===== src/dwdt_map.svh =====
`ifndef DWDT_MAP_SVH
`define DWDT_MAP_SVH
`define DWDT_REG_ADDR      8'hd8
`define DWDT_REG_RESET     8'hfe
`define DWDT_BIT_ACT       0
`define DWDT_BIT_SR        1
`define DWDT_PRESCALE      3072
`define DWDT_RESET_DELAY   2048
`endif


===== src/dwdt_pkg.sv =====
package dwdt_pkg;
  typedef enum logic [1:0] {
    DWDT_RUN,
    DWDT_STOPPED,
    DWDT_RESETTING
  } dwdt_state_t;
endpackage : dwdt_pkg


===== src/dwdt_rst_delay.sv =====
`include "dwdt_map.svh"
module dwdt_rst_delay #(
  parameter int CYCLES = `DWDT_RESET_DELAY
) (
  input  wire logic ref_clk,
  input  wire logic reset,
  input  wire logic trigger,
  output logic      busy
);
  localparam int W = $clog2(CYCLES + 1);
  initial begin
    if (CYCLES < 1) $error("CYCLES must be at least 1");
  end
  logic [W-1:0] cnt_q;
  wire          run_w = (cnt_q != '0);
  always_ff @(posedge ref_clk) begin
    if (reset) begin
      cnt_q <= '0;
    end else if (trigger) begin
      cnt_q <= W'(CYCLES);
    end else if (run_w) begin
      cnt_q <= cnt_q - W'(1);
    end
  end
  assign busy = run_w | trigger;
endmodule : dwdt_rst_delay


===== src/dwdt_watchdog.sv =====
`include "dwdt_map.svh"
module dwdt_watchdog #(
  parameter int PRESCALE    = `DWDT_PRESCALE,
  parameter int RESET_DELAY = `DWDT_RESET_DELAY
) (
  input  wire logic       ref_clk,
  input  wire logic       reset,
  input  wire logic       hw_activation,
  input  wire logic       ext_stop_ctrl,
  input  wire logic       nmi_pin,
  input  wire logic       stop_exec,
  input  wire logic       wake_irq,
  input  wire logic [7:0] addr,
  input  wire logic       wr_en,
  input  wire logic       rd_en,
  input  wire logic [7:0] wr_data,
  output logic      [7:0] rd_data,
  output logic            rd_hit,
  output logic            osc_stop,
  output logic            core_wait,
  output logic            wdt_reset
);
  initial begin
    if (PRESCALE < 1) $error("PRESCALE must be at least 1");
  end

  ////////////////////////////////////////////////////////////////////////////
  // Bit order helpers
  function automatic logic [6:0] dwdt_to_cnt(input logic [7:0] r);
    // Register bits 7..2 become counter bits 0..5, soft reset bit is bit 6
    dwdt_to_cnt = {r[`DWDT_BIT_SR], r[2], r[3], r[4], r[5], r[6], r[7]};
  endfunction : dwdt_to_cnt

  function automatic logic [7:0] dwdt_to_reg(input logic [6:0] c, input logic a);
    dwdt_to_reg = {c[0], c[1], c[2], c[3], c[4], c[5], c[6], a};
  endfunction : dwdt_to_reg

  ////////////////////////////////////////////////////////////////////////////
  // State
  localparam int PW = $clog2(PRESCALE + 1);
  localparam logic [7:0] RST_VAL = `DWDT_REG_RESET;

  logic [6:0]           cnt_q;
  logic                 act_q;
  logic [PW-1:0]        pre_q;
  logic                 hold_rst;
  dwdt_pkg::dwdt_state_t st_q;
  dwdt_pkg::dwdt_state_t st_d;

  wire reg_sel  = (addr == `DWDT_REG_ADDR);
  wire reg_wr   = wr_en & reg_sel & (st_q != dwdt_pkg::DWDT_RESETTING);
  wire active   = act_q | hw_activation;
  wire frozen   = (st_q == dwdt_pkg::DWDT_STOPPED);
  wire pre_tick = (pre_q == PW'(PRESCALE - 1)) & ~frozen;
  wire [6:0] cnt_dec = cnt_q - 7'h01;
  wire [6:0] cnt_wr  = dwdt_to_cnt(wr_data);
  // Soft reset bit falling from one to zero, by write or by counting
  wire sr_fall = cnt_q[6] & ((reg_wr & ~cnt_wr[6]) | (~reg_wr & pre_tick & ~cnt_dec[6]));
  // Zero reached with the watchdog armed
  wire hit_zero = active & ~reg_wr & pre_tick & (cnt_dec == 7'h00);
  wire trip     = active & (sr_fall | hit_zero);
  // Stop freezes when the watchdog is not active, or with external control and NMI high; otherwise it is a wait
  wire stop_ok  = ~active | (ext_stop_ctrl & nmi_pin);

  ////////////////////////////////////////////////////////////////////////////
  // Reset stretch
  dwdt_rst_delay #(
    .CYCLES (RESET_DELAY)
  ) u_delay (
    .ref_clk (ref_clk),
    .reset   (reset),
    .trigger (trip),
    .busy    (hold_rst)
  );

  ////////////////////////////////////////////////////////////////////////////
  // Mode control
  always_comb begin
    st_d = st_q;
    case (st_q)
      dwdt_pkg::DWDT_RUN: begin
        if (trip) begin
          st_d = dwdt_pkg::DWDT_RESETTING;
        end else if (stop_exec & stop_ok) begin
          st_d = dwdt_pkg::DWDT_STOPPED;
        end
      end
      dwdt_pkg::DWDT_STOPPED: begin
        if (wake_irq) begin
          st_d = dwdt_pkg::DWDT_RUN;
        end
      end
      dwdt_pkg::DWDT_RESETTING: begin
        if (!hold_rst) begin
          st_d = dwdt_pkg::DWDT_RUN;
        end
      end
      default: st_d = dwdt_pkg::DWDT_RUN;
    endcase
  end

  always_ff @(posedge ref_clk) begin
    if (reset) begin
      st_q <= dwdt_pkg::DWDT_RUN;
    end else begin
      st_q <= st_d;
    end
  end

  ////////////////////////////////////////////////////////////////////////////
  // Counter, prescaler and activation
  always_ff @(posedge ref_clk) begin
    if (reset || st_q == dwdt_pkg::DWDT_RESETTING) begin
      cnt_q <= dwdt_to_cnt(RST_VAL);
      act_q <= RST_VAL[`DWDT_BIT_ACT];
      pre_q <= '0;
    end else begin
      if (reg_wr) begin
        cnt_q <= cnt_wr;
        pre_q <= '0;
        act_q <= act_q | wr_data[`DWDT_BIT_ACT];
      end else if (pre_tick) begin
        cnt_q <= cnt_dec;
        pre_q <= '0;
      end else if (!frozen) begin
        pre_q <= pre_q + PW'(1);
      end
    end
  end

  ////////////////////////////////////////////////////////////////////////////
  // Outputs
  always_ff @(posedge ref_clk) begin
    if (reset) begin
      rd_data <= 8'h00;
    end else if (rd_en && reg_sel) begin
      rd_data <= dwdt_to_reg(cnt_q, active);
    end
  end

  assign rd_hit    = rd_en & reg_sel;
  assign osc_stop  = frozen;
  assign core_wait = (st_q == dwdt_pkg::DWDT_RUN) & stop_exec & ~stop_ok;
  assign wdt_reset = (st_q == dwdt_pkg::DWDT_RESETTING) | trip;
endmodule : dwdt_watchdog


===== config.mk =====
export PLATFORM = sky130hd
export DESIGN_NAME = dwdt_watchdog
export DESIGN_NICKNAME = d
export VERILOG_FILES = /design/src/dwdt_pkg.sv /design/src/dwdt_rst_delay.sv /design/src/dwdt_watchdog.sv
export VERILOG_INCLUDE_DIRS = /design/src
export SDC_FILE = /design/constraint.sdc
export NUM_CORES = 1
export LEC_CHECK = 0
export BUFFER_PORTS_ARGS = -buffer_cell sky130_fd_sc_hd__buf_2
export CORE_MARGIN = 1.5
export CORE_UTILIZATION = 60
export DETAILED_ROUTE_END_ITERATION = 16
export PLACE_DENSITY = 0.85
export SKIP_CTS_REPAIR_TIMING = 1
export SYNTH_ARGS = -nofsm -noshare
export SYNTH_HDL_FRONTEND = slang
export SYNTH_SLANG_ARGS = --single-unit

===== constraint.sdc =====
create_clock -name ref_clk -period 4.2 [get_ports ref_clk]
set_input_delay 0.63 -clock ref_clk [delete_from_list [all_inputs] [get_ports ref_clk]]
set_output_delay 0.63 -clock ref_clk [all_outputs]
set_load 0.02 [all_outputs]

Word level (Yosys, flattened, before mapping) --
Index checks and enable logic that the tools add are counted.
Cells by class: reductions and logical operators 10, equality and inequality tests 8, add/subtract/negate cells 3, multiplexer cells 9, bitwise gates (word level) 29
Operators by type and width (number):
- $mux W12 | 2
- $and A1 B1 Y1 | 16
- $mux W7 | 2
- $add A12 B1 Y12 const B | 1
- $eq A12 B12 Y1 const B | 1
- $reduce_bool A12 Y1 | 1
- $sub A12 B1 Y12 const B | 1
- $eq A8 B8 Y1 const B | 1
- $mux W2 | 4
- $logic_not A7 Y1 | 1
- $or A1 B1 Y1 | 7
- $sub A7 B1 Y7 const B | 1
- $ne A2 B2 Y1 const B | 3
- $not A1 Y1 | 6
- $pmux W2 S3 | 1
- $reduce_bool A2 Y1 | 2
- $ne A3 B3 Y1 const B | 1
- $reduce_and A3 Y1 | 1
- $reduce_or A3 Y1 | 1
- $eq A2 B1 Y1 const B | 1
- $eq A2 B2 Y1 const B | 1
- $logic_not A2 Y1 | 1
- $reduce_or A2 Y1 | 1
- $logic_and A1 B1 Y1 | 1
- $logic_or A1 B1 Y1 | 1
Storage, ports and cells: input bits 25, flip-flop bits (word level) 42, logic and storage cells 66

Depth between registers and ports, before layout --
Gate-level depths: netlist of the first run.
depth in word-level cells 13, mapped depth 8, gate-level depth less buffers 7

Hierarchy --
Synthesis of the first run repeated with hierarchy kept, for this count alone.
Unflattened totals: cell total of the unflattened synthesis 250, area, all modules 2155.8 sq um
Modules (own cells, without submodules):
- dwdt_watchdog | cells an instance 181, instances 1, area each 1537.7 sq um
- dwdt_rst_delay | cells an instance 69, instances 1, area each 618.1 sq um

Worst setup path before layout of the first run --
OpenSTA, ideal clock, no wires.
path kind register -> output, start register cnt_q[0], end output port wdt_reset, arrival 2017 ps, path slack 1553 ps, data required time 3570 ps, cell stages (with the launch flop) 8, path through dfxtp_1 -> inv_1 -> ha_1 -> or3b_1 -> or4_1 -> a21oi_1 -> a211oi_2 -> or2_2
On the way: word-level cells in the longest chain between the ends 8, elaborated cells between the ends (all ways) 10
Ends and longest elaborated chain:
- from (decl) | line dwdt_watchdog.sv:43 | logic [6:0] cnt_q;
- from (signal assigned) | line dwdt_watchdog.sv:114 | cnt_q <= dwdt_to_cnt(RST_VAL);
- from (signal assigned) | line dwdt_watchdog.sv:119 | cnt_q <= cnt_wr;
- from (signal assigned) | line dwdt_watchdog.sv:123 | cnt_q <= cnt_dec;
- $sub A7 B1 Y7 * | line dwdt_watchdog.sv:55 | wire [6:0] cnt_dec = cnt_q - 7'h01;
- $not A1 Y1 | line dwdt_watchdog.sv:58 | wire sr_fall = cnt_q[6] & ((reg_wr & ~cnt_wr[6]) | (~reg_wr & pre_tick & ~cnt_dec[6]));
- $and A1 B1 Y1 | line dwdt_watchdog.sv:58
- $or A1 B1 Y1 | line dwdt_watchdog.sv:58
- $and A1 B1 Y1 | line dwdt_watchdog.sv:58
- $or A1 B1 Y1 * | line dwdt_watchdog.sv:61 | wire trip = active & (sr_fall | hit_zero);
- $and A1 B1 Y1 * | line dwdt_watchdog.sv:61
- $or A1 B1 Y1 * | line dwdt_watchdog.sv:144 | assign wdt_reset = (st_q == dwdt_pkg::DWDT_RESETTING) | trip;
- to (decl) | line dwdt_watchdog.sv:21 | output logic wdt_reset
Mark *: on every way between the ends. The rest lies on a longest branch, timed or not.

Worst setup path in the final report of the first run --
Same ends and word-level chain as after synthesis.

==> impl_results.md, run 1 <==
- Worst Setup End Kind: output port
- Post-Synthesis Cells: 253
- Hold Fails Final Rpt: 0
- First-pass GRT wire length: 7430 µm
- Vias per inst: 5.63
- Clock Skew: 9.40 ps
- Initial antenna violation count: 0
- Fillers: 269
- #FFs+latches synth: 42
- HPWL reported at the end of detailed placement: 3300 µm
- Clock Latency Late Sink: 350 ps
- CP required: 3570 ps
- Number of global-route vias before repair: 1756
- Placed cell areas: 2370 µm²
- DIE AREA: 3960 µm²
- H-tree depth: 2
- Worst-path clk slew: 120 ps
- Max Clock Freq: 0.295 GHz
- Unrepaired setup endpoints after global routing: false
- Largest net degree at the start of global routing: 26
- Nets@finish: 319
- Worst hold path type: flop to flop
- R2r startpoint: cnt_q[0]$_SDFFE_PP1P_
- Syn_nets: 282
- Slew Limit Headroom: 58.0%
- Syn_area_per_cell: 8.51 µm²
- CTS sink count: 42
- Core Util, Final: 71.9%
- Die Height: 62.9 µm
- Synth Flop Type: dfxtp_1
- Clock Root Buffer: clkbuf_4
- Drt wl/cell: 13.1 µm
- Post-Syn Area: 2150 µm²
- Async SR Flop Fraction: 0%
- Starting Density: 63.5%
- EDFF count, synth: 0
- Startpoint types: flop
- R2R depth: 8
- Minimum clock period: 3390 ps
- Aggregate routed wire length: 4410 µm
- Pre-antenna DRT Iters: 4
- GR Overflow Total: 0
- Final setup viols: 0
- Post-route DRC: 0
- Share of cells above drive strength 1: 22.3%
- Status: finished, final reports clean
- Hold Path Depth: 2
- Bufs on Longest Clock Path: 2
- Register area share after synthesis: 39.1%
- Final Max Tran Viols: 0
- Final Instance Area: 2440 µm²
- Synth area leaders: dfxtp_1 39%, nor2_1 7.2%, xnor2_1 5.7%
- R2R setup slack: 1910 ps
- Arrival time worst endpoint: 2760 ps
- Drt initial violations: 74
- Cell type with the largest total area after synthesis: dfxtp_1
- Crit-path max FO: 14
- Final period util: 80.6%
- Worst Hold Endpoint: pre_q[1]$_SDFFE_PP0P_
- Die X: 62.9 µm
- N_diodes: 0
- Row count: 21
- Pwr dens: 414 nW/µm²
- Worst slew pin tran: 624 ps
- Yosys top cell area share: 39.1%
- Leak: 1.02 nW
- Yosys warning count: 0
- Max VDD drop: 0.280 mV
- Routed vias: 1896
- Max cap viols: 0
- Setup_tns: 0 ps
- Synth cell count leaders: 42 x dfxtp_1, 41 x nor2_1, 16 x nor3_1
- Cell variety after synth: 47
- Most common cell in the netlist: dfxtp_1
- # port buffers: 36
- RD Place Congestion: 0.788
- Cts bufs inserted: 5
- Top-Level Pins: 37
- Critical path class: flop to output port
- CTS tree: yes
- Routed Antenna Nets: 0
- RR Endpoint: u_delay.cnt_q[9]$_SDFFE_PP0P_
- Synthesis-to-finish area growth: 13.2%
- Total GRT Usage: 23.6%
- Hold Startpoint: pre_q[1]$_SDFFE_PP0P_
- CORE AREA: 3390 µm²
-- through the flow --
| step | total power [W] | hold WS, ps | std cells | setup slack, ps |
|---|---|---|---|---|
| floorplan | 0.000738 | 448 | 253 | 1550 |
| global placement | 0.000791 | 459 | 329 | 1190 |
| detailed placement | 0.000803 | 469 | 329 | 1160 |
| CTS | 0.00102 | 485 | 337 | 799 |
| global route | 0.00107 | 504 | 337 | 660 |
| finish | 0.00101 | 480 | 337 | 814 |
-- state kept, by name, indices dropped and copies added (netlist names) --
register / count
rd_data: 8
u_delay.cnt_q: 12
cnt_q: 7
pre_q: 12
act_q: 1
st_q: 2
-- report_power, final --
part	internal (W)	switching [W]	leakage, nW	total (W)
logic	0.000157	0.000162	0.646	0.000319
registers	0.000440	0.0000368	0.342	0.000476
clock network	0.0000805	0.000132	0.0343	0.000213
total	0.000677	0.000331	1.02	0.00101
-- worst max-delay path by stage --
stage                               start        end  slack [ps]
floorplan           cnt_q[0]$_SDFFE_PP1P_  wdt_reset        1550
global placement                  addr[1]  wdt_reset        1190
finish              cnt_q[0]$_SDFFE_PP1P_  wdt_reset         810
detailed placement                addr[1]  wdt_reset        1160
CTS                 cnt_q[0]$_SDFFE_PP1P_  wdt_reset         800
global route        cnt_q[0]$_SDFFE_PP1P_  wdt_reset         660
-- layout make-up --
type,instances,area [µm²],area share (%)
clock buffer,6,51.3,2.11
clock inverter,2,12.5,0.514
inverter,8,30.0,1.23
multi-input combinational,193,1230,50.6
sequential,42,841,34.5
tap,46,57.6,2.36
timing repair buffer,40,210,8.63
-- cell usage in the layout, fill, tap and decap left out, types with 6 or more instances in the layout --
| master | count |
|---|---|
| nor4_1 | 9 |
| xor2_1 | 9 |
| nand2_1 | 11 |
| dfxtp_1 | 42 |
| a21oi_1 | 13 |
| nand3_1 | 6 |
| inv_1 | 8 |
| nor2b_1 | 6 |
| nand4_1 | 7 |
| nor2_1 | 41 |
| xnor2_1 | 14 |
| buf_2 | 36 |
| nor3_1 | 16 |
-- routing by layer --
layer / track usage [%] / share of wire (%) / wire [µm]
met1: 27.1 / 45 / 1970
met2: 40.8 / 50 / 2180
met3: 4.14 / 3.6 / 159
met4: 13.9 / 2.1 / 93
met5: 0 / 0 / 0
-- critical path: stages, from the launching register on --
cell	delay [ps]
dfxtp_1	360
inv_1	90
ha_1	240
or3b_1	400
or4_1	400
a21oi_1	220
a211oi_2	70
buf_4	190
or2_2	270
buf_2	160
-- kinds of logic after synthesis --
logic type,count (synthesis),synth area share [%]
compound gates,31,9.53
xor+xnor,23,9.36
fa+ha+maj,4,2.33
buf+inv,18,3.60
flops,42,39.1
mux,6,2.85
simple gates,129,33.3
Power figures use the tool's default switching activity.
==> run 2, diff against run 1 <==
--- a/config.mk
+++ b/config.mk
@@ -8,9 +8,9 @@
 export LEC_CHECK = 0
 export BUFFER_PORTS_ARGS = -buffer_cell sky130_fd_sc_hd__buf_2
 export CORE_MARGIN = 1.5
-export CORE_UTILIZATION = 60
+export CORE_UTILIZATION = 50
 export DETAILED_ROUTE_END_ITERATION = 16
-export PLACE_DENSITY = 0.85
+export PLACE_DENSITY = 0.75
 export SKIP_CTS_REPAIR_TIMING = 1
 export SYNTH_ARGS = -nofsm -noshare
 export SYNTH_HDL_FRONTEND = slang
==> constraint.sdc (replaced) <==
create_clock -name ref_clk -period 2.8 [get_ports ref_clk]
set_input_delay 0.42 -clock ref_clk [delete_from_list [all_inputs] [get_ports ref_clk]]
set_output_delay 0.42 -clock ref_clk [all_outputs]
set_load 0.02 [all_outputs]
==> impl_results.md, run 2 (synthesized netlist as in run 1, its figures left out) <==
- Top Registers: pre_q x12, u_delay.cnt_q x12, rd_data x8 (unchanged)
- Share of cells above drive strength 1: 26.5% (was 22.3%)
- HPWL reported at the end of detailed placement: 3330 µm (was 3300 µm)
- Final period util: 98.1%
- Max cap viols: 0 (unchanged)
- Top-Level Pins: 37 (unchanged)
- CP delay by family, top: simple AND/OR/NAND/NOR gates (unchanged)
- Startpoint types: flop (unchanged)
- Clock Latency Late Sink: 290 ps (was 350 ps)
- Nets@finish: 326 (was 319)
- Aggregate routed wire length: 4590 µm (was 4410 µm)
- Hold Startpoint: wr_data[2] (was pre_q[1]$_SDFFE_PP0P_)
- CP Launch Point: cnt_q[1]$_SDFFE_PP1P_ (was cnt_q[0]$_SDFFE_PP1P_)
- Synthesis-to-finish area growth: 19.0% (was 13.2%)
- CTS tree: yes (unchanged)
- Drt initial violations: 91 (was 74)
- R2r startpoint: cnt_q[1]$_SDFFE_PP1P_ (was cnt_q[0]$_SDFFE_PP1P_)
- Pre-antenna DRT Iters: 4 (unchanged)
- Pwr dens: 624 nW/µm² (was 414 nW/µm²)
- Placed cell areas: 2400 µm² (was 2370 µm²)
- Bufs on Longest Clock Path: 2 (unchanged)
- Crit-path max FO: 4 (was 14)
- Cts bufs inserted: 5 (unchanged)
- Clock Skew: 7.12 ps (was 9.40 ps)
- Reg power frac: 44.6% (was 47.3%)
- Die X: 68.6 µm (was 62.9 µm)
- Worst Setup End Kind: output port (unchanged)
- Arrival time worst endpoint: 2330 ps (was 2760 ps)
- Status: finished, final reports clean (unchanged)
- Sw Share: 30.9% (was 32.8%)
- First-pass GRT wire length: 7360 µm (was 7430 µm)
- Total GRT Usage: 21.1% (was 23.6%)
- Row count: 23 (was 21)
- Vias per inst: 5.49 (was 5.63)
- Slew Limit Headroom: 68.9% (was 58.0%)
- Most frequent cells in the layout: 41 x nor2_1, 40 x dfxtp_1, 35 x buf_2, 16 x nor3_1, 14 x xnor2_1 (was 42 x dfxtp_1, 41 x nor2_1, 36 x buf_2, 16 x nor3_1, 14 x xnor2_1)
- Pint: 0.00110 W (was 0.000677 W)
- Starting Density: 53.0% (was 63.5%)
- Worst-path clk slew: 70 ps (was 120 ps)
- CP required: 2380 ps (was 3570 ps)
- CORE AREA: 4060 µm² (was 3390 µm²)
- Final setup viols: 0 (unchanged)
- Routed Antenna Nets: 0 (unchanged)
- CTS sink count: 42 (unchanged)
- Worst-path cell chain: inv_2 > ha_4 > or3b_4 > or4_4 > a21oi_4 > a211oi_2 > or2_2 > buf_4 (was inv_1 > ha_1 > or3b_1 > or4_1 > a21oi_1 > a211oi_2 > buf_4 > or2_2 > buf_2)
- Worst slew pin tran: 466 ps (was 624 ps)
- Leak: 1.07 nW (was 1.02 nW)
- Final Instance Area: 2560 µm² (was 2440 µm²)
- Clock network fraction of total power: 24.8% (was 21.1%)
- GR Overflow Total: 0 (unchanged)
- Minimum clock period: 2750 ps
- Initial antenna violation count: 0 (unchanged)
- Bufs and invs on worst path: 2 (was 3)
- Design Power: 0.00160 W (was 0.00101 W)
- Post-route DRC: 0 (unchanged)
- Drt wl/cell: 13.2 µm (was 13.1 µm)
- RD Place Congestion: 0.874 (was 0.788)
- Sw power: 0.000494 W (was 0.000331 W)
- Critical path class: flop to output port (unchanged)
- Final Max Tran Viols: 0 (unchanged)
- Number of global-route vias before repair: 1672 (was 1756)
- Max Clock Freq: 0.364 GHz
- Slowest stage delay, CP: 440 ps (was 400 ps)
- Largest net degree at the start of global routing: 26 (unchanged)
- N_diodes: 0 (unchanged)
- Die Height: 68.6 µm (was 62.9 µm)
- Clock Root Buffer: clkbuf_8 (was clkbuf_4)
- R2R setup slack: 610 ps (was 1910 ps)
- Minimum hold slack: 363 ps (was 480 ps)
- H-tree depth: 2 (unchanged)
- DIE AREA: 4710 µm² (was 3960 µm²)
- Worst hold path type: input port to flop (was flop to flop)
- Hold Fails Final Rpt: 0 (unchanged)
- Power share of the combinational group: 30.6% (was 31.6%)
- Slowest cell on crit path: or4_4 (was or3b_1)
- Max VDD drop: 0.370 mV (was 0.280 mV)
- Routed vias: 1911 (was 1896)
- # port buffers: 36 (unchanged)
- Commonest non-fill, non-tap cell in the layout: nor2_1 (was dfxtp_1)
[run 2: cell types whose count changed in the layout (fill, tap and decap cells not counted), sizes merged]
cell      delta
clkbuf       +1
clkinvlp     -1
buf          +7
[run 2: tightest hold or removal path, stage by stage]
cell and delay, ps:
buf_2 80, nand2_1 40, o211ai_1 70
[run 2: cell type report]
| cell class | instances | area (µm²) |
|---|---|---|
| multi-input combinational | 193 | 1260 |
| sequential | 42 | 846 |
| timing repair buffer | 47 | 265 |
| clock buffer | 7 | 86.3 |
| inverter | 8 | 32.5 |
| clock inverter | 1 | 5.00 |
| fill | 359 | 1500 |
| tap | 50 | 62.6 |
[run 2: metal layers]
metal	wire [µm]	track usage [%]	vias to the layer above	share of wire, %
met5	0	0	-	0
met4	71	9.50	0	1.5
met3	212	5.68	6	4.6
met2	2210	34.6	44	48
met1	2100	25.7	878	46
li1	-	-	983	-
[run 2: power groups by stage]
| stage | clock (W) | sequential (W) | combinational [W] |
|---|---|---|---|
| after floorplan | 0 | 0.000715 | 0.000393 |
| after global placement | 0 | 0.000724 | 0.000472 |
| final | 0.000397 | 0.000713 | 0.000488 |
| after global routing | 0.000436 | 0.000725 | 0.000545 |
| after CTS | 0.000406 | 0.000713 | 0.000492 |
| after detailed placement | 0 | 0.000727 | 0.000488 |
[run 2: final timing paths]
path	end	depth (start not counted)
setup reg to reg	u_delay.cnt_q[8]$_SDFFE_PP0P_	8
hold reg to reg	pre_q[1]$_SDFFE_PP0P_	2
hold / removal	cnt_q[5]$_SDFFE_PP1P_	3
setup / recovery	wdt_reset	8
[run 2: per-stage QoR]
stage	utilization [%]	setup TNS [ps]	instances	setup WS, ps
floorplan	-	0	253	363
global placement	59.1	0	336	244
detailed placement	59.1	0	336	196
CTS	61.4	-140	344	-140
global route	63.1	-35.3	348	-35.3
finish	63.1	0	348	52.2
